### src/core/sbfw_defs.svh
// Offsets, field positions, reset values and counts of the sample buffer control block.
// Assumes inclusion by bare name from the package and the design modules.
`ifndef SBFW_DEFS_SVH
`define SBFW_DEFS_SVH

// ****************************************************************
// Register map
// ****************************************************************
`define SBFW_ADDR_BUF_CTRL2   8'h27
`define SBFW_RST_BUF_CTRL2    8'h00

// ****************************************************************
// Field positions of buffer_control_two
// ****************************************************************
`define SBFW_FLUSH_BIT        7
`define SBFW_WAKE_SRC_BIT     6
`define SBFW_WMRK_MSB         5
`define SBFW_WMRK_LSB         0

// ****************************************************************
// Buffer geometry and counter widths
// ****************************************************************
`define SBFW_DEPTH            32
`define SBFW_CNT_W            6
`define SBFW_GATE_CNT_W       5
`define SBFW_ASLP_W           8

`endif

### src/core/sbfw_pkg.sv
// Types shared by the sample buffer control block.
// Assumes sbfw_defs.svh is on the include path.
`include "sbfw_defs.svh"

package sbfw_pkg;

    // Buffer operating mode, driven from buffer_control_one outside this block.
    typedef enum logic [1:0]
    {
        SBFW_MODE_OFF     = 2'b00,
        SBFW_MODE_STREAM  = 2'b01,
        SBFW_MODE_STOP    = 2'b10,
        SBFW_MODE_TRIGGER = 2'b11
    } sbfw_mode_type;

    // One register access from the serial interface front end.
    typedef struct packed
    {
        logic       wr;
        logic       rd;
        logic [7:0] addr;
        logic [7:0] wdata;
    } sbfw_reg_req_type;

    // Buffer status seen by the status and system mode registers.
    typedef struct packed
    {
        logic                          wmrk_flag;
        logic                          ovf_flag;
        logic [`SBFW_CNT_W-1:0]        cnt;
        logic                          gate_err;
        logic [`SBFW_GATE_CNT_W-1:0]   gate_cnt;
    } sbfw_status_type;

endpackage

### src/core/sbfw_sleep_timer.sv
// Auto-sleep timer: counts output data rate ticks while awake and drops to sleep.
// Assumes ticks and restarts arrive as one-cycle pulses on clk_sys.
`timescale 1ns/10ps
`include "sbfw_defs.svh"

module sbfw_sleep_timer
#(
    parameter int ASLP_W = `SBFW_ASLP_W
)
(
    input  wire logic              clk_sys,
    input  wire logic              reset,
    input  wire logic              odr_tick,
    input  wire logic              restart,
    input  wire logic [ASLP_W-1:0] timeout,
    output logic                   wake_r
);

    logic [ASLP_W-1:0] ticks_r;

    // ****************************************************************
    // Tick counter
    // ****************************************************************

    // A restart always wins over a tick, so a cleared flag never loses to expiry.
    always_ff @(posedge clk_sys or posedge reset)
    begin
        if (reset)
            ticks_r <= '0;
        else if (restart)
            ticks_r <= '0;
        else if (odr_tick && wake_r && ticks_r != timeout)
            ticks_r <= ticks_r + 1'b1;
    end

    // ****************************************************************
    // Wake state
    // ****************************************************************

    // A zero timeout disables automatic sleep, so the part stays awake.
    always_ff @(posedge clk_sys or posedge reset)
    begin
        if (reset)
            wake_r <= 1'b1;
        else if (restart || timeout == '0)
            wake_r <= 1'b1;
        else if (odr_tick && ticks_r + 1'b1 == timeout)
            wake_r <= 1'b0;
    end

endmodule

### src/core/sbfw_ctrl.sv
// Sample buffer control: flush, watermark, triggered capture and wake source.
// Assumes a serial interface front end on clk_sys delivering one-cycle
// register strobes, and a sample store that follows the accept pulses.
`timescale 1ns/10ps
`include "sbfw_defs.svh"

module sbfw_ctrl
#(
    parameter int DEPTH  = `SBFW_DEPTH,
    parameter int CNT_W  = `SBFW_CNT_W,
    parameter int ASLP_W = `SBFW_ASLP_W
)
(
    input  wire logic                      clk_sys,
    input  wire logic                      reset,
    input  wire sbfw_pkg::sbfw_reg_req_type reg_req,
    output logic [7:0]                     reg_rdata_r,
    input  wire sbfw_pkg::sbfw_mode_type   buf_mode,
    input  wire logic                      sample_wr,
    input  wire logic                      sample_rd,
    input  wire logic                      trigger_pin,
    input  wire logic                      gate_err_set,
    input  wire logic                      gate_cnt_inc,
    input  wire logic                      odr_tick,
    input  wire logic                      other_activity,
    input  wire logic [ASLP_W-1:0]         auto_sleep_timeout_count,
    output logic                           sample_accept_r,
    output logic                           drop_oldest_r,
    output logic                           flush_pulse_r,
    output logic                           buf_activity_r,
    output logic                           wake_mode_r,
    output sbfw_pkg::sbfw_status_type      status_r
);

    // ****************************************************************
    // Declarations
    // ****************************************************************

    localparam logic [CNT_W-1:0] FULL = CNT_W'(DEPTH);

    logic                 buffer_wake_source_enable_r;
    logic [5:0]           watermark_level_and_flag_r;
    logic                 trig_s1_r;
    logic                 trig_s2_r;
    logic                 trig_s3_r;
    logic                 triggered_r;
    logic                 halted_r;
    logic [CNT_W-1:0]     post_r;
    logic [CNT_W-1:0]     cnt_nxt;
    logic                 accept_nxt;
    logic                 drop_nxt;
    logic                 ovf_set;
    logic                 rd_ok;
    logic                 host_wr;
    logic                 trig_edge;
    logic                 wake_src_live;
    logic                 flags_clear_evt;
    logic                 restart_timer;
    logic                 timer_wake;
    logic [CNT_W-1:0]     wmrk;
    logic [CNT_W-1:0]     post_limit;
    logic                 mode_off;

    assign wmrk       = CNT_W'(watermark_level_and_flag_r);
    assign post_limit = FULL - wmrk;
    assign mode_off   = buf_mode == sbfw_pkg::SBFW_MODE_OFF;
    assign host_wr    = reg_req.wr && reg_req.addr == `SBFW_ADDR_BUF_CTRL2;
    assign rd_ok      = sample_rd && status_r.cnt != '0;
    assign trig_edge  = trig_s2_r && !trig_s3_r;

    // ****************************************************************
    // Register buffer_control_two
    // ****************************************************************

    // Writable level and wake source enable; the flush bit is never stored.
    always_ff @(posedge clk_sys or posedge reset)
    begin
        if (reset)
        begin
            buffer_wake_source_enable_r <= 1'(`SBFW_RST_BUF_CTRL2 >> `SBFW_WAKE_SRC_BIT);
            watermark_level_and_flag_r  <= '0;
        end
        else if (host_wr)
        begin
            buffer_wake_source_enable_r <= reg_req.wdata[`SBFW_WAKE_SRC_BIT];
            watermark_level_and_flag_r  <= reg_req.wdata[`SBFW_WMRK_MSB:`SBFW_WMRK_LSB];
        end
    end

    // flush self clears
    // Held for exactly one cycle, so no read can ever see it set.
    always_ff @(posedge clk_sys or posedge reset)
    begin
        if (reset)
            flush_pulse_r <= 1'b0;
        else
            flush_pulse_r <= host_wr && reg_req.wdata[`SBFW_FLUSH_BIT];
    end

    // read returns zero
    // Unmapped addresses read as zero; the flush position is always zero.
    always_ff @(posedge clk_sys or posedge reset)
    begin
        if (reset)
            reg_rdata_r <= '0;
        else if (reg_req.rd)
            reg_rdata_r <= (reg_req.addr == `SBFW_ADDR_BUF_CTRL2) ?
                {1'b0, buffer_wake_source_enable_r, watermark_level_and_flag_r} : 8'h00;
    end

    // ****************************************************************
    // Trigger pin synchroniser
    // ****************************************************************

    // The pin is asynchronous; the second and third stages feed the edge detector.
    always_ff @(posedge clk_sys or posedge reset)
    begin
        if (reset)
            {trig_s3_r, trig_s2_r, trig_s1_r} <= 3'b000;
        else
            {trig_s3_r, trig_s2_r, trig_s1_r} <= {trig_s2_r, trig_s1_r, trigger_pin};
    end

    // ****************************************************************
    // Next sample count
    // ****************************************************************

    // Decides acceptance, dropping of the oldest sample and overflow per mode.
    always_comb
    begin
        cnt_nxt    = status_r.cnt;
        accept_nxt = 1'b0;
        drop_nxt   = 1'b0;
        ovf_set    = 1'b0;
        if (flush_pulse_r || mode_off)
        begin
            cnt_nxt = '0;
        end
        else
        begin
            if (rd_ok)
                cnt_nxt = cnt_nxt - 1'b1;
            if (sample_wr)
            begin
                unique case (buf_mode)
                    sbfw_pkg::SBFW_MODE_STREAM:
                    begin
                        // Full stream buffer drops its oldest sample and overflows.
                        accept_nxt = 1'b1;
                        if (cnt_nxt == FULL)
                        begin
                            drop_nxt = 1'b1;
                            ovf_set  = 1'b1;
                        end
                        else
                            cnt_nxt = cnt_nxt + 1'b1;
                    end
                    sbfw_pkg::SBFW_MODE_STOP:
                    begin
                        if (cnt_nxt == FULL)
                            ovf_set = 1'b1;
                        else
                        begin
                            accept_nxt = 1'b1;
                            cnt_nxt    = cnt_nxt + 1'b1;
                        end
                    end
                    sbfw_pkg::SBFW_MODE_TRIGGER:
                    begin
                        if (!triggered_r)
                        begin
                            accept_nxt = 1'b1;
                            if (cnt_nxt >= wmrk)
                                drop_nxt = 1'b1;
                            else
                                cnt_nxt = cnt_nxt + 1'b1;
                        end
                        else if (!halted_r && cnt_nxt != FULL)
                        begin
                            accept_nxt = 1'b1;
                            cnt_nxt    = cnt_nxt + 1'b1;
                            ovf_set    = post_r + 1'b1 >= post_limit;
                        end
                    end
                    default: accept_nxt = 1'b0;
                endcase
            end
        end
    end

    // ****************************************************************
    // Triggered capture state
    // ****************************************************************

    // Re-armed only by a flush, an empty buffer or leaving triggered mode.
    always_ff @(posedge clk_sys or posedge reset)
    begin
        if (reset)
        begin
            triggered_r <= 1'b0;
            halted_r    <= 1'b0;
            post_r      <= '0;
        end
        else if (flush_pulse_r || buf_mode != sbfw_pkg::SBFW_MODE_TRIGGER ||
                 (rd_ok && cnt_nxt == '0))
        begin
            triggered_r <= 1'b0;
            halted_r    <= 1'b0;
            post_r      <= '0;
        end
        else if (!triggered_r)
        begin
            triggered_r <= trig_edge;
            halted_r    <= trig_edge && post_limit == '0;
        end
        else if (accept_nxt)
        begin
            post_r   <= post_r + 1'b1;
            halted_r <= ovf_set;
        end
    end

    // ****************************************************************
    // Status flags and count
    // ****************************************************************

    // One process owns the whole status word, so no field has a second driver.
    // A set in the clearing cycle is kept, so no event is lost.
    always_ff @(posedge clk_sys or posedge reset)
    begin
        if (reset)
            status_r <= '0;
        else
        begin
            status_r.cnt       <= cnt_nxt;
            status_r.wmrk_flag <= wmrk != '0 && cnt_nxt >= wmrk;
            if (ovf_set)
                status_r.ovf_flag <= 1'b1;
            else if (flush_pulse_r || mode_off || rd_ok)
                status_r.ovf_flag <= 1'b0;
            // flush clears gate fields
            // Also cleared when the host empties the buffer or disables it.
            if (gate_err_set)
                status_r.gate_err <= 1'b1;
            else if (flush_pulse_r || mode_off || (rd_ok && cnt_nxt == '0))
                status_r.gate_err <= 1'b0;
            if (gate_cnt_inc)
                status_r.gate_cnt <= status_r.gate_cnt + 1'b1;
            else if (flush_pulse_r || mode_off || (rd_ok && cnt_nxt == '0))
                status_r.gate_cnt <= '0;
        end
    end

    // Registered acknowledgements to the sample store.
    always_ff @(posedge clk_sys or posedge reset)
    begin
        if (reset)
            {sample_accept_r, drop_oldest_r} <= 2'b00;
        else
            {sample_accept_r, drop_oldest_r} <= {accept_nxt, drop_nxt};
    end

    // ****************************************************************
    // Auto wake and sleep coupling
    // ****************************************************************

    assign wake_src_live = buffer_wake_source_enable_r &&
        (buf_mode == sbfw_pkg::SBFW_MODE_STREAM || buf_mode == sbfw_pkg::SBFW_MODE_STOP);

    // clearing restarts timer
    // Independent of any interrupt enable; flags pending alone never restart.
    assign flags_clear_evt = wake_src_live &&
        (status_r.wmrk_flag || status_r.ovf_flag) && (flush_pulse_r || rd_ok);
    assign restart_timer = flags_clear_evt || other_activity;

    always_ff @(posedge clk_sys or posedge reset)
    begin
        if (reset)
            buf_activity_r <= 1'b0;
        else
            buf_activity_r <= wake_src_live && (status_r.wmrk_flag || status_r.ovf_flag);
    end

    sbfw_sleep_timer
    #(
        .ASLP_W (ASLP_W)
    )
    u_sleep_timer
    (
        .clk_sys  (clk_sys),
        .reset    (reset),
        .odr_tick (odr_tick),
        .restart  (restart_timer),
        .timeout  (auto_sleep_timeout_count),
        .wake_r   (timer_wake)
    );

    // Output copy keeps every top-level output on a flop of this module.
    always_ff @(posedge clk_sys or posedge reset)
    begin
        if (reset)
            wake_mode_r <= 1'b1;
        else
            wake_mode_r <= timer_wake;
    end

endmodule

### config.mk
export PLATFORM = sky130hd
export DESIGN_NAME = sbfw_ctrl
export DESIGN_NICKNAME = d
export VERILOG_FILES = /design/src/core/sbfw_pkg.sv /design/src/core/sbfw_sleep_timer.sv /design/src/core/sbfw_ctrl.sv
export VERILOG_INCLUDE_DIRS = /design/src /design/src/core
export SDC_FILE = /design/constraint.sdc
export NUM_CORES = 1
export LEC_CHECK = 0
export BUFFER_PORTS_ARGS = -buffer_cell sky130_fd_sc_hd__buf_2
export CORE_MARGIN = 3
export CORE_UTILIZATION = 55
export DETAILED_ROUTE_END_ITERATION = 10
export GPL_ROUTABILITY_DRIVEN = 1
export GPL_TIMING_DRIVEN = 0
export PLACE_DENSITY = 0.8
export SLEW_MARGIN = 20
export SYNTH_ARGS = -nofsm -noshare
export SYNTH_HDL_FRONTEND = slang
export SYNTH_SLANG_ARGS = --single-unit
### constraint.sdc
create_clock -name clk_sys -period 5.3 [get_ports clk_sys]
set_clock_uncertainty 0.1 [all_clocks]
set_input_delay 0.53 -clock clk_sys [delete_from_list [all_inputs] [get_ports clk_sys]]
set_output_delay 0.53 -clock clk_sys [all_outputs]
set_load 0.03 [all_outputs]
---- Word-level counts from Yosys, hierarchy flattened ----
Index checks and enable logic that the tools add are counted.
storage, ports and cells
  register bits after elaboration ......... 54
  latch bits .............................. 0
  bits in writable memories ............... 0
  bits in read-only memories .............. 0
  output and inout port bits .............. 27
  logic and storage cells ................. 126
  memories kept ........................... 0
operators by class
  $add $sub $neg .......................... 6
  $mul .................................... 0
  divide/modulo/power cells ............... 0
  order comparisons ....................... 3
  eq/ne operators ......................... 10
  shift operators ......................... 0
  mux-type cells .......................... 45
  bitwise operators ....................... 0
  reduce and logical (&&, ||, !) cells .... 41
operators with widths
  kind                 count
  $mux 6               11
  $mux 1               25
  $ge 6x6->1           3
  $mux 8               2
  $logic_and 1x1->1    14
  $reduce_bool 2->1    7
  $add 6x1->6 const B  2
  $logic_not 6->1      2
  $pmux 6 s2           1
  $reduce_bool 6->1    2
  $logic_or 1x1->1     10
  $mux 5               2
  $add 8x1->8 const B  1
  $eq 8x6->1 const B   1
  $eq 8x8->1           1
  $logic_not 8->1      1
  $ne 8x8->1           1
  $mux 7               1
  $eq 6x6->1 const B   1
  $ne 6x6->1 const B   1
  $sub 6x1->6 const B  1
  $sub 6x6->6 const A  1
  $add 5x1->5 const B  1
  $eq 2x2->1 const B   2
  other kinds (9)      11

---- Logic depth before layout (Yosys ltp) ----
Gate-level depths: netlist of the first run.
  word-level depth ........................ 16
  depth in mapped cells ................... 23
  gate-level depth less buffers ........... 22

---- Modules after synthesis ----
From an unflattened synthesis of the first run, not the netlist that was laid out.
second synthesis, totals
  cell total of the unflattened synthesis .. 443
  area, all modules ....................... 4047.6 um^2
by module, submodules not included
  module            times used  cells an instance  area an instance (um^2)  seq. area each (um^2)
  sbfw_ctrl         1           357                3275.6                   1102.3
  sbfw_sleep_timer  1           86                 772.0                    226.5

---- Worst setup path after synthesis of the first run ----
No wires, ideal clock.
  kind .................................... register to register
  start ................................... register status_r[6] (netlist name)
  end ..................................... register status_r[13] (netlist name)
  data arrival time ....................... 4.493 ns
  data required time ...................... 5.069 ns
  setup slack ............................. 0.576 ns
  cell stages (with the launch flop) ...... 22
  buffers on the path ..................... 0
  period minus slack after synthesis ...... 4.724 ns
  path through ............................ dfrtp_1 > inv_1 > ha_1 > or3b_4 > o21ai_2 > mux2i_1 > ha_1 > nand2_1 > o21ai_0 > a21oi_1 > o311a_1 > nor4b_2 > or3_1 > ha_1 > nand2b_1 > a21o_1 > a21oi_1 > nor2b_1 > o21ai_0 > nand2b_1 > a21oi_1 > a31oi_1
on the way
  word-level cells in the longest chain between the ends .. 13
  elaborated cells on any way between the ends .. 19
  classes of those cells .................. 2 x add/sub; 2 x order compare; 2 x eq/ne; 9 x mux; 4 x reduce/logical
RTL lines
  element                                              line              RTL
  from (decl)                                          sbfw_ctrl.sv:32   output sbfw_pkg::sbfw_status_type status_r
  branches (longest 2 deep; another with $sub 6x1->6)  -
  $mux 6 (*)                                           sbfw_ctrl.sv:141  if (rd_ok)
  $mux 6 (*)                                           sbfw_ctrl.sv:135  if (flush_pulse_r || mode_off)
  branches (longest 5 deep; another with $add 6x1->6)  -
  $mux 6 (*)                                           sbfw_ctrl.sv:143  if (sample_wr)
  $mux 6 (*)                                           sbfw_ctrl.sv:135
  $ge 6x6->1 (*)                                       sbfw_ctrl.sv:236  status_r.wmrk_flag <= wmrk != '0 && cnt_nxt >= wmrk;
  $logic_and 1x1->1 (*)                                sbfw_ctrl.sv:236
Every way passes the cells marked *. The select of a mux whose other input is x is not followed.
A chain may end at the register's enable or synchronous reset.

---- Final worst setup path of the first run ----
  start ................................... register status_r[7] (netlist name)
  end ..................................... register status_r[13] (netlist name)
Same word-level chain as after synthesis.

==> results of run 1 <==
layer usage:
metal  global-route usage [%]  up-vias
li1                         -     1742
met1                     31.1     1710
met2                     40.6      130
met3                     3.23       27
met4                     7.54        0
met5                        0        -
placed cells by master (no fill, tap or decap), types with 4 or more instances in the layout:
cell      Yosys  layout
buf_2         2      63
dfrtp_1      51      51
nand2_1      33      33
inv_1        32      31
ha_1         31      31
o21ai_0      30      29
nor2_1       29      29
a21oi_1      26      25
nand3_1      20      20
xnor2_1      18      18
nor3_1       13      13
xor2_1       12      12
nand2b_1     11      11
or3_1         8       8
nor2b_1       7       7
a31oi_1       7       7
mux2_2        7       7
clkbuf_1      6       6
buf_4         4       5
clkbuf_8      0       5
nand4_1       4       4
o211ai_1      4       4
or2_2         4       4
a21o_1        4       4
a211oi_1      4       4
flip-flops by register name, summed over array words and instances, names as in the netlist, 6 cells and up:
signal                      flops
status_r                       14
post_r                          6
watermark_level_and_flag_r      6
reg_rdata_r                     7
u_sleep_timer.ticks_r           8
layout make-up:
cell class | count | area, sq um
multi-input cells | 344 | 2470
well taps | 96 | 120
fillers | 612 | 2330
clock inverters | 2 | 38.8
repair buffers | 63 | 333
plain buffers | 15 | 88.8
inverters | 33 | 124
clock buffers | 5 | 68.8
flip-flops and latches | 53 | 1330
logic make-up (layout without fill, tap and decap cells):
family / count (synthesis) / count (layout) / share of synthesized area, %
other: 1 / 1 / 0.0940
buffers and inverters: 48 / 118 / 5.33
AND/OR/NAND/NOR: 160 / 160 / 22.6
adder cells (fa/ha/maj): 31 / 31 / 9.72
flip-flops: 53 / 53 / 33.3
multiplexers: 10 / 10 / 2.73
XOR/XNOR: 30 / 30 / 6.58
AO/OA/AOI/OAI: 112 / 112 / 19.6
through the flow:
step / utilization, % / cell area, sq um / TNS, ps
floorplan: - / 3990 / 0
global placement: 63.9 / 4420 / -159
detailed placement: 64.2 / 4440 / -206
CTS: 65.9 / 4550 / 0
global route: 66.3 / 4580 / 0
finish: 66.3 / 4580 / 0
critical path: cells and delay by family (launching register included):
| family | cells | cell delay (ps) |
|---|---|---|
| DFF | 1 | 490 |
| AOI/OAI and AO/OA | 9 | 1600 |
| muxes | 1 | 400 |
| and+or+nand+nor | 7 | 1280 |
| adders and majority gates | 3 | 850 |
| buffers and inverters | 1 | 180 |
worst paths after layout:
check,slack [ps],from,endpoint
worst max-delay path,270,status_r[7]$_DFF_PP0_,status_r[13]$_DFF_PP0_
worst min-delay path,90,reset,status_r[0]$_DFFE_PP0P_
worst max register to register,270,status_r[7]$_DFF_PP0_,status_r[13]$_DFF_PP0_
worst min register to register,260,trig_s1_r$_DFF_PP0_,trig_s2_r$_DFF_PP0_
max in group asynchronous,4480,reset,post_r[5]$_DFFE_PP0P_
min in group clk_sys,220,trigger_pin,trig_s1_r$_DFF_PP0_
synthesized netlist by cell type, types with 2 or more instances:
master	number	area [sq um]
o22ai_1	2	12.5
mux2_2	7	78.8
a31o_2	2	17.5
and3_1	2	12.5
o21a_1	2	15.0
a31oi_1	7	43.8
nand2b_1	11	68.8
or2_2	4	25.0
a21o_1	4	30.0
buf_6	2	22.5
o21ai_1	2	10.0
nor3_1	13	65.1
nor3b_1	3	22.5
a211oi_1	4	30.0
or3_1	8	50.1
o31a_1	2	17.5
inv_1	32	120
o211ai_1	4	30.0
ha_1	31	388
nor2b_1	7	43.8
nor2_1	29	109
and2_1	2	12.5
xor2_1	12	105
a21oi_1	26	130
nand3_1	20	100
xnor2_1	18	158
nand4b_1	3	26.3
nor4b_2	2	30.0
mux2i_1	3	30.0
nand3b_1	2	15.0
nor4_1	2	12.5
clkbuf_1	6	22.5
or3b_2	2	17.5
o21ai_0	30	150
dfrtp_1	51	1280
a21boi_0	2	15.0
nand2_1	33	124
buf_4	4	30.0
nand4_1	4	25.0
o21bai_1	3	22.5
buf_2	2	10.0
a32o_1	2	20.0
dfstp_2	2	52.6
timing repair:
action | 4_1_cts | 5_1_grt
hold buffers | 0 | 0
endpoints found under the hold margin | 0 | 0
pin swaps | 0 | 1
endpoints found under the setup margin | 1 | 1
setup buffers | 0 | 1
resized for setup | 2 | 3
report_power, final:
group          internal [mW]  leakage (nW)  switching [mW]
logic                  0.429          1.30           0.678
clock network          0.140        0.0546           0.139
registers              0.446         0.710          0.0516
==> summary.md, run 1 <==
| Metric | Value |
|---|---|
| Fin cells | `611` |
| CTS max path bufs | `2` |
| Vias per cell | `between 5 and 6` |
| DR WL met2 | `4760 um` |
| WP data arrival | `around 5000 ps` |
| Routability cong. | `between 0.9 and 1` |
| Crit-path most repeated cell | `ha_1` |
| PD cells | `412 nW/um^2` |
| Worst-path clk slew | `between 100 and 150 ps` |
| RSZ-0062 raised after global routing | `no` |
| Sequential element share of the synthesized area | `about a third` |
| Largest net degree at the start of global routing | `37` |
| Core ar. | `~7000 sq um` |
| Worst vdd ir | `~0.18 mV` |
| CTS tree | `done` |
| Max FO, Critical Path | `8` |
| Worst Max-Slew Pin Slew | `roughly 840 ps` |
| Tot GR Track Use | `a little under a quarter` |
| Routed wl met3 | `just under 500 um` |
| Initial DRC count | `236` |
| # placed instances | `603` |
| DRT antenna net count | `0` |
| Final setup margin | `between 200 and 300 ps` |
| I/O Buffers | `just over 60` |
| Final hold vios | `0` |
| # H-tree levels | `2` |
| Die X-Extent | `91.2 um` |
| Worst reg2reg path depth | `21` |
| MaxCap Viol Count | `0` |
| Fin crit period | `5030 ps` |
| Total Power | `roughly 1.9 mW` |
| Mean Syn Cell Area | `8.97 sq um` |
| Outcome | `completed` |
| Leak Pwr | `2.06 nW` |
| Critical path class | `reg -> reg` |
| WHS | `89.2 ps` |
| Vias | `approximately 3,600` |
| Post-DP HPWL | `approximately 7500 um` |
| Critical Path Sink Type | `flop` |
| CTS Sinks | `53` |
| Post-Synthesis Cell Area | `between 3000 and 4000 sq um` |
| Area Overhead vs Synth | `14.6%` |
| Drt first pass iters | `5` |
| Number of buffers created by CTS | `5` |
| Post-synth EDFFs | `0` |
| Worst hold path type | `in -> async` |
| First-pass GRT wire length | `approximately 16,000 um` |
| Initial antenna violation count | `0` |
| Drc violations | `0` |
| Top sig layer | `met4` |
| Fmax | `a little under 200 MHz` |
| Layout cells sized above 1 | `around 22%` |
| Die H | `between 90 and 100 um` |
| Yosys cell types | `79` |
| Starting density of the core | `between 50% and 60%` |
| Count of final max-slew check failures | `0` |
| Gate Count Post-Synth | `445` |
| Drt total wl | `between 9000 and 10,000 um` |
| Max incr delay on CP | `just under 500 ps` |
| Clk_lat worst skew | `around 310 ps` |
| Ys flop type | `dfrtp_1` |
| Row count | `30` |
| Net count after synthesis | `slightly above 500` |
| Max-slew headroom at the worst pin | `43.4%` |
| Diode count | `0` |
| Pre-CTS setup slack | `-206 ps` |
| Die area | `roughly 8300 sq um` |
| Wire per inst | `around 16 um` |
| WL met1 | `4290 um` |
| FFs w/ async S/R, synth | `100%` |
| Crit-path slowest cell | `dfrtp_1` |
| Setup crit start kind | `flop` |
| Period utilisation layout | `roughly 95%` |
| # setup viols final | `0` |
| Root Buffer | `clkbuf_8` |
| Yosys warnings | `0` |
| Remaining Overflow, GRT | `0` |
| Sequence of cells on the critical path | `inv_1 > ha_1 > or3b_4 > o21ai_4 > mux2i_4 > ha_1 > nand2_1 > o21ai_1 > a21oi_2 > o311a_1 > nor4b_2 > or3_1 > ha_1 > nand2b_1 > a21o_1 > a21oi_1 > nor2b_1 > o21ai_0 > nand2b_1 > a21oi_1 > a31oi_1` |
| Worst endpoint required time | `5390 ps` |
| Vias in the first global route | `around 3,500` |
| Synthesis-stage register bit count | `53` |
| Final net count | `583` |
| IO Count | `64` |
No activity file was read; power rests on OpenSTA's default activity.
==> run 2: changes to the inputs <==
Settings changed: ABC_AREA set to 1, HOLD_SLACK_MARGIN set to 0.06, PLACE_DENSITY 0.8 to 0.78.
==> summary.md, run 2 <==
| Metric | Value |
|---|---|
| Sequential element share of the synthesized area | `34.3% (+1.0 points)` |
| Ys flop type | `dfrtp_1` |
| CTS Sinks | `53 (unchanged)` |
| Final hold vios | `0 (unchanged)` |
| Fmax | `220 MHz (+11%)` |
| MaxCap Viol Count | `0 (unchanged)` |
| CTS Hold Bufs | `0 (unchanged)` |
| I/O Buffers | `62 (+1.6%)` |
| Worst vdd ir | `0.137 mV (-23%)` |
| Critical Path Sink Type | `flop` |
| Outcome | `completed` |
| Resize count post-CTS | `0 (-2)` |
| Layout cells sized above 1 | `23.1% (+0.95 points)` |
| Worst-path clk slew | `100 ps (about the same)` |
| Top cell type's share of synthesized area | `33.0% (+1.0 points)` |
| Drc violations | `0 (unchanged)` |
| Period utilisation layout | `85.6% (-9.3 points)` |
| Remaining Overflow, GRT | `0 (unchanged)` |
| Core ar. | `6570 sq um (-4.9%)` |
| RSZ-0062 raised after global routing | `no` |
| Post-Synthesis Cell Area | `3870 sq um (-3.0%)` |
| Top sig layer | `met4` |
| Vias per cell | `5.27 (-11%)` |
| Max FO, Critical Path | `7 (-1)` |
| Max reg flops | `14 (unchanged)` |
| Postcts setup bufs | `0 (unchanged)` |
| DRT antenna net count | `0 (unchanged)` |
| Area Overhead vs Synth | `14.4%` |
| Mean Syn Cell Area | `8.08 sq um (-9.9%)` |
| Vias | `3,386 (-6.2%)` |
| Max-slew headroom at the worst pin | `56.8% (+13 points)` |
| Critical path class | `reg -> reg` |
| CTS max path bufs | `2 (unchanged)` |
| Post-synth top cells | `nand2_1, inv_1, dfrtp_1, ha_1` |
| WP data arrival | `4620 ps (-500 ps)` |
| Row count | `29 (-3.3%)` |
| Yosys cell types | `52 (-34%)` |
| Initial antenna violation count | `0 (unchanged)` |
| Count of final max-slew check failures | `0 (unchanged)` |
| WHS | `183 ps (+93.7 ps)` |
| Post-DP HPWL | `7020 um (-7.0%)` |
| Fin cells | `643 (+5.2%)` |
| Vias in the first global route | `3,305 (-4.7%)` |
| Wire per inst | `13.6 um (-15%)` |
| Net count after synthesis | `547 (+6.6%)` |
| Top area cells in the synthesized netlist | `dfrtp_1, ha_1, nand2_1, inv_1, xor2_1` |
| Yosys warnings | `0 (unchanged)` |
| First-pass GRT wire length | `15,100 um (-7.0%)` |
| Most frequent cells in the layout | `nand2_1, inv_1, buf_2` |
| Root Buffer | `clkbuf_8` |
| Drt first pass iters | `4 (-1)` |
| FFs w/ async S/R, synth | `100% (unchanged)` |
| Leak Pwr | `2.31 nW (+12%)` |
| Fin crit period | `4540 ps (-493 ps)` |
| WL met1 | `3900 um (-9.0%)` |
| Die area | `8080 sq um (-2.8%)` |
| Worst reg2reg path depth | `25 (+19%)` |
| Number of buffers created by CTS | `5 (unchanged)` |
| Die H | `89.9 um (-1.4%)` |
| DR WL met2 | `4260 um (-11%)` |
| PD cells | `301 nW/um^2 (-27%)` |
| CTS tree | `done` |
| Routed wl met3 | `503 um (+2.7%)` |
| Gate Count Post-Synth | `479 (+7.6%)` |
| Most flop-heavy register | `status_r` |
| Worst endpoint required time | `5380 ps (about the same)` |
| Dominant cell type by area after synthesis | `dfrtp_1` |
| Final net count | `617 (+5.8%)` |
| Clk_lat worst skew | `300 ps (about the same)` |
| Count leader, synth | `nand2_1` |
| Total Power | `1.33 mW (-29%)` |
| Commonest non-fill, non-tap cell in the layout | `nand2_1` |
| Drt total wl | `8740 um (-11%)` |
| Post-synth EDFFs | `0 (unchanged)` |
| Worst hold path type | `in -> async` |
| Diode count | `0 (unchanged)` |
| # placed instances | `635 (+5.3%)` |
| Routability cong. | `0.925 (+1.5%)` |
| Largest net degree at the start of global routing | `29 (-22%)` |
| Setup crit start kind | `flop` |
| Setup TNS | `0 ps (unchanged)` |
| Starting density of the core | `58.9% (+1.1 points)` |
| Initial DRC count | `135 (-43%)` |
| # H-tree levels | `2 (unchanged)` |
| Synthesis-stage register bit count | `53 (unchanged)` |
| Tot GR Track Use | `22.2% (-1.5 points)` |
| IO Count | `64 (unchanged)` |
| Worst Max-Slew Pin Slew | `646 ps (-197 ps)` |
| Top Registers | `status_r (14), u_sleep_timer.ticks_r (8), reg_rdata_r (7)` |
| Die X-Extent | `89.9 um (-1.4%)` |
| # setup viols final | `0 (unchanged)` |
==> run 2: area by class of cell <==
| cell class | count | area, sq um |
|---|---|---|
| timing repair buffer | 63 | 330 |
| inverter | 85 | 322 |
| tap | 93 | 116 |
| buffer | 5 | 40.0 |
| clock buffer | 6 | 72.6 |
| fill | 574 | 2140 |
| sequential | 53 | 1330 |
| multi-input combinational | 336 | 2180 |
| clock inverter | 2 | 38.8 |
==> run 2: kinds of logic (layout without fill, tap and decap cells) <==
| group | after synthesis | in the layout | share of synthesized area [%] |
|---|---|---|---|
| fa+ha+maj | 31 | 31 | 10.0 |
| compound gates | 75 | 75 | 12.7 |
| xor+xnor | 27 | 27 | 6.30 |
| mux | 3 | 3 | 0.873 |
| simple gates | 199 | 199 | 26.3 |
| other cells | 1 | 1 | 0.0969 |
| buf+inv | 90 | 161 | 9.34 |
| flops | 53 | 53 | 34.3 |
==> run 2: worst paths after layout <==
kind	from	end	slack (ps)
max	status_r[6]$_DFF_PP0_	status_r[13]$_DFF_PP0_	760
min	reset	status_r[3]$_DFFE_PP0P_	180
max reg2reg	status_r[6]$_DFF_PP0_	status_r[13]$_DFF_PP0_	760
min reg2reg	trig_s1_r$_DFF_PP0_	trig_s2_r$_DFF_PP0_	260
max in group asynchronous	reset	u_sleep_timer.ticks_r[6]$_DFFE_PP0P_	4380
min in group clk_sys	trigger_pin	trig_s1_r$_DFF_PP0_	230
==> run 2: per-layer routing <==
metal | track usage (%) | vias up
met5 | 0 | -
met4 | 5.23 | 0
met3 | 3.59 | 8
met2 | 37.9 | 107
met1 | 29.8 | 1566
li1 | - | 1705
==> run 2: power breakdown <==
group / switching [mW] / internal [mW]
clock network: 0.135 / 0.143
logic: 0.383 / 0.194
registers: 0.0412 / 0.438
total: 0.559 / 0.774
==> run 2: stage by stage <==
stage / cell area [sq um] / setup slack, ps / util [%]
2_1_floorplan: 3870 / 1090 / -
3_3_place_gp: 4300 / 915 / 65.4
3_5_place_dp: 4320 / 781 / 65.7
4_1_cts: 4430 / 741 / 67.4
5_1_grt: 4430 / 288 / 67.4
6_report: 4430 / 762 / 67.4
==> run 2: worst max-delay path: stages, from the launching register on <==
cell,delay (ps)
dfrtp_1,460
inv_1,130
ha_1,240
nand3_4,130
nand2_4,110
nand2_1,70
o21a_1,200
clkinv_1,240
ha_1,360
inv_1,60
nor2_1,30
o211ai_1,130
nor3b_1,270
or2_2,180
nand2_2,60
a21oi_2,130
nand2_2,80
a21oi_4,190
ha_1,260
a21boi_0,130
o21a_1,180
o21a_1,160
o21a_1,160
o21a_1,160
o32ai_1,120
inv_1,80
==> run 3: changes to the inputs <==
--- a/config.mk
+++ b/config.mk
@@ -11,3 +11,3 @@
 export CORE_MARGIN = 3
-export CORE_UTILIZATION = 55
+export CORE_UTILIZATION = 51
 export DETAILED_ROUTE_END_ITERATION = 10
@@ -16,3 +16,4 @@
 export HOLD_SLACK_MARGIN = 0.06
-export PLACE_DENSITY = 0.78
+export PLACE_DENSITY = 0.73
+export RECOVER_POWER = 100
 export SLEW_MARGIN = 20
==> constraint.sdc (replaced) <==
create_clock -name clk_sys -period 5.3 [get_ports clk_sys]
set_clock_uncertainty 0.1 [all_clocks]
set_input_delay 0.265 -clock clk_sys [delete_from_list [all_inputs] [get_ports clk_sys]]
set_output_delay 0.265 -clock clk_sys [all_outputs]
set_load 0.03 [all_outputs]
==> summary.md, run 3 (same netlist as run 2, synthesis figures left out) <==
| Metric | Value |
|---|---|
| Outcome | `complete, but fails checks` |
| Failing checks | `capacitance limit, slew limit` |
| Critical path class | `reg -> reg` |
| Fmax | `213 MHz (-3.4%)` |
| Vias | `3,388 (+0.059%)` |
| Final Core Density | `59.5% (-8.0 points)` |
| Cell area after layout | `4340 sq um (-2.1%)` |
| Placed Area | `4320 sq um (+0.17%)` |
| Area Overhead vs Synth | `12.0%` |
| Diode count | `0 (unchanged)` |
| Starting density of the core | `53.1% (-5.9 points)` |
| Period utilisation layout | `88.7% (+3.0 points)` |
| WHS Path Cells | `3` |
| Wire per inst | `13.0 um (-4.6%)` |
| Largest net degree at the start of global routing | `36 (+24%)` |
| Worst endpoint required time | `5390 ps (about the same)` |
| Max-slew headroom at the worst pin | `-20.4% (-77 points)` |
| Most flop-heavy register | `status_r` |
| Max incr delay on CP | `440 ps (-20 ps)` |
| Die area | `8670 sq um (+7.3%)` |
| Drc violations | `0 (unchanged)` |
| PD cells | `290 nW/um^2 (-3.5%)` |
| Postcts setup bufs | `0 (unchanged)` |
| Fill count | `741 (+29%)` |
| Critical Path Sink Type | `flop` |
| Vias in the first global route | `3,269 (-1.1%)` |
| Worst vdd ir | `0.145 mV (+6.0%)` |
| Final hold vios | `0 (unchanged)` |
| Worst-path clk slew | `100 ps (about the same)` |
| Min-Delay Endpoint | `flush_pulse_r$_DFF_PP0_` |
| Worst hold path type | `in -> reg` |
| Drt total wl | `8450 um (-3.2%)` |
| IO Count | `64 (unchanged)` |
| Routability cong. | `0.951 (+2.8%)` |
| Top Registers | `status_r (14), u_sleep_timer.ticks_r (8), reg_rdata_r (7)` |
| Count of final max-slew check failures | `36 (+36)` |
| Drt first pass iters | `5 (+1)` |
| Setup TNS | `0 ps (unchanged)` |
| DRT antenna net count | `0 (unchanged)` |
| R2r setup slk | `600 ps (-160 ps)` |
| First-pass GRT wire length | `14,500 um (-3.6%)` |
| # H-tree levels | `2 (unchanged)` |
| Number of buffers created by CTS | `5 (unchanged)` |
| Initial DRC count | `143 (+5.9%)` |
| Worst Max-Slew Pin Slew | `1810 ps (+1160 ps)` |
| Core ar. | `7290 sq um (+11%)` |
| Row count | `31 (+6.9%)` |
| Crit-path slowest cell | `dfrtp_1` |
| Crit Reg-Reg Endpoint | `status_r[13]$_DFF_PP0_` |
| Post-DP HPWL | `6770 um (-3.6%)` |
| Commonest non-fill, non-tap cell in the layout | `nand2_1` |
| Vias per cell | `5.20 (-1.3%)` |
| Hold Startpoint | `reg_req[7]` |
| Leak Pwr | `2.18 nW (-5.6%)` |
| Max reg flops | `14 (unchanged)` |
| Layout cells sized above 1 | `15.9% (-7.2 points)` |
| I/O Buffers | `62 (unchanged)` |
| Remaining Overflow, GRT | `0 (unchanged)` |
| Launching point of the worst reg2reg path | `status_r[6]$_DFF_PP0_` |
| CTS tree | `done` |
| Most frequent cells in the layout | `nand2_1, inv_1, dfrtp_1` |
| Initial antenna violation count | `0 (unchanged)` |
| Resize count post-CTS | `0 (unchanged)` |
| WP data arrival | `4790 ps (+170 ps)` |
| Setup crit start kind | `flop` |
| Die X-Extent | `93.1 um (+3.6%)` |
| CTS max path bufs | `2 (unchanged)` |
| Final net count | `620 (+0.49%)` |
| # setup viols final | `0 (unchanged)` |
| Fin crit period | `4700 ps (+161 ps)` |
| Worst setup startpoint | `status_r[6]$_DFF_PP0_` |
| Root Buffer | `clkbuf_8` |
| Die H | `93.1 um (+3.6%)` |
| CTS Sinks | `53 (unchanged)` |
| RSZ-0062 raised after global routing | `no` |
| MaxCap Viol Count | `1 (+1)` |
| Worst reg2reg path depth | `27 (+8.0%)` |
| Clk_lat worst skew | `310 ps (about the same)` |
| Tot GR Track Use | `20.4% (-1.9 points)` |
| Max FO, Critical Path | `7 (unchanged)` |
run 3: worst max path at each step:
stage                                   endpoint  slack, ps
after floorplan           status_r[13]$_DFF_PP0_       1090
after global placement    status_r[13]$_DFF_PP0_        880
after detailed placement  status_r[13]$_DFF_PP0_        750
after CTS                 status_r[13]$_DFF_PP0_        700
after global routing      status_r[13]$_DFF_PP0_        270
final                     status_r[13]$_DFF_PP0_        600
run 3: area by class of cell:
class / count / area (sq um) / share of cell area, %
inverters: 85 / 322 / 7.42
clock inverters: 3 / 21.3 / 0.491
repair buffers: 66 / 310 / 7.16
multi-input cells: 336 / 2120 / 48.9
clock buffers: 5 / 68.8 / 1.59
plain buffers: 5 / 40.0 / 0.924
flip-flops and latches: 53 / 1330 / 30.6
well taps: 99 / 124 / 2.86
run 3: repair_timing:
item	CTS	global route
hold buffers	3	0
setup endpoints to repair	0	0
endpoints found under the hold margin	18	0
run 3: worst max-delay path, delay by kind of cell (launching register included):
kind	cells	cell delay [ps]
flops	1	440
simple gates	11	1360
buf+inv	5	530
fa+ha+maj	3	950
compound gates	8	1180
run 3: where the power goes:
| part | total [mW] | internal, mW | leakage [nW] | switching [mW] |
|---|---|---|---|---|
| combinational | 0.547 | 0.178 | 1.47 | 0.369 |
| sequential | 0.480 | 0.437 | 0.670 | 0.0421 |
| clock | 0.233 | 0.0941 | 0.0445 | 0.139 |
run 3: per-layer routing:
| layer | global-route usage, % | vias up | wire (um) |
|---|---|---|---|
| met5 | 0 | - | 0 |
| met4 | 5.37 | 0 | 133 |
| met3 | 2.74 | 10 | 375 |
| met2 | 33.8 | 90 | 3930 |
| met1 | 28.1 | 1577 | 4010 |
| li1 | - | 1711 | - |
run 3: metrics by stage:
stage          setup WS [ps]  power, mW  std cells  hold WS (ps)
6_report                 601       1.26        652          79.0
5_1_grt                  272       1.35        652          84.3
4_1_cts                  704       1.29        652          75.1
3_5_place_dp             747       1.06        641           192
3_3_place_gp             876       1.04        640           232
2_1_floorplan           1090      0.915        479           196
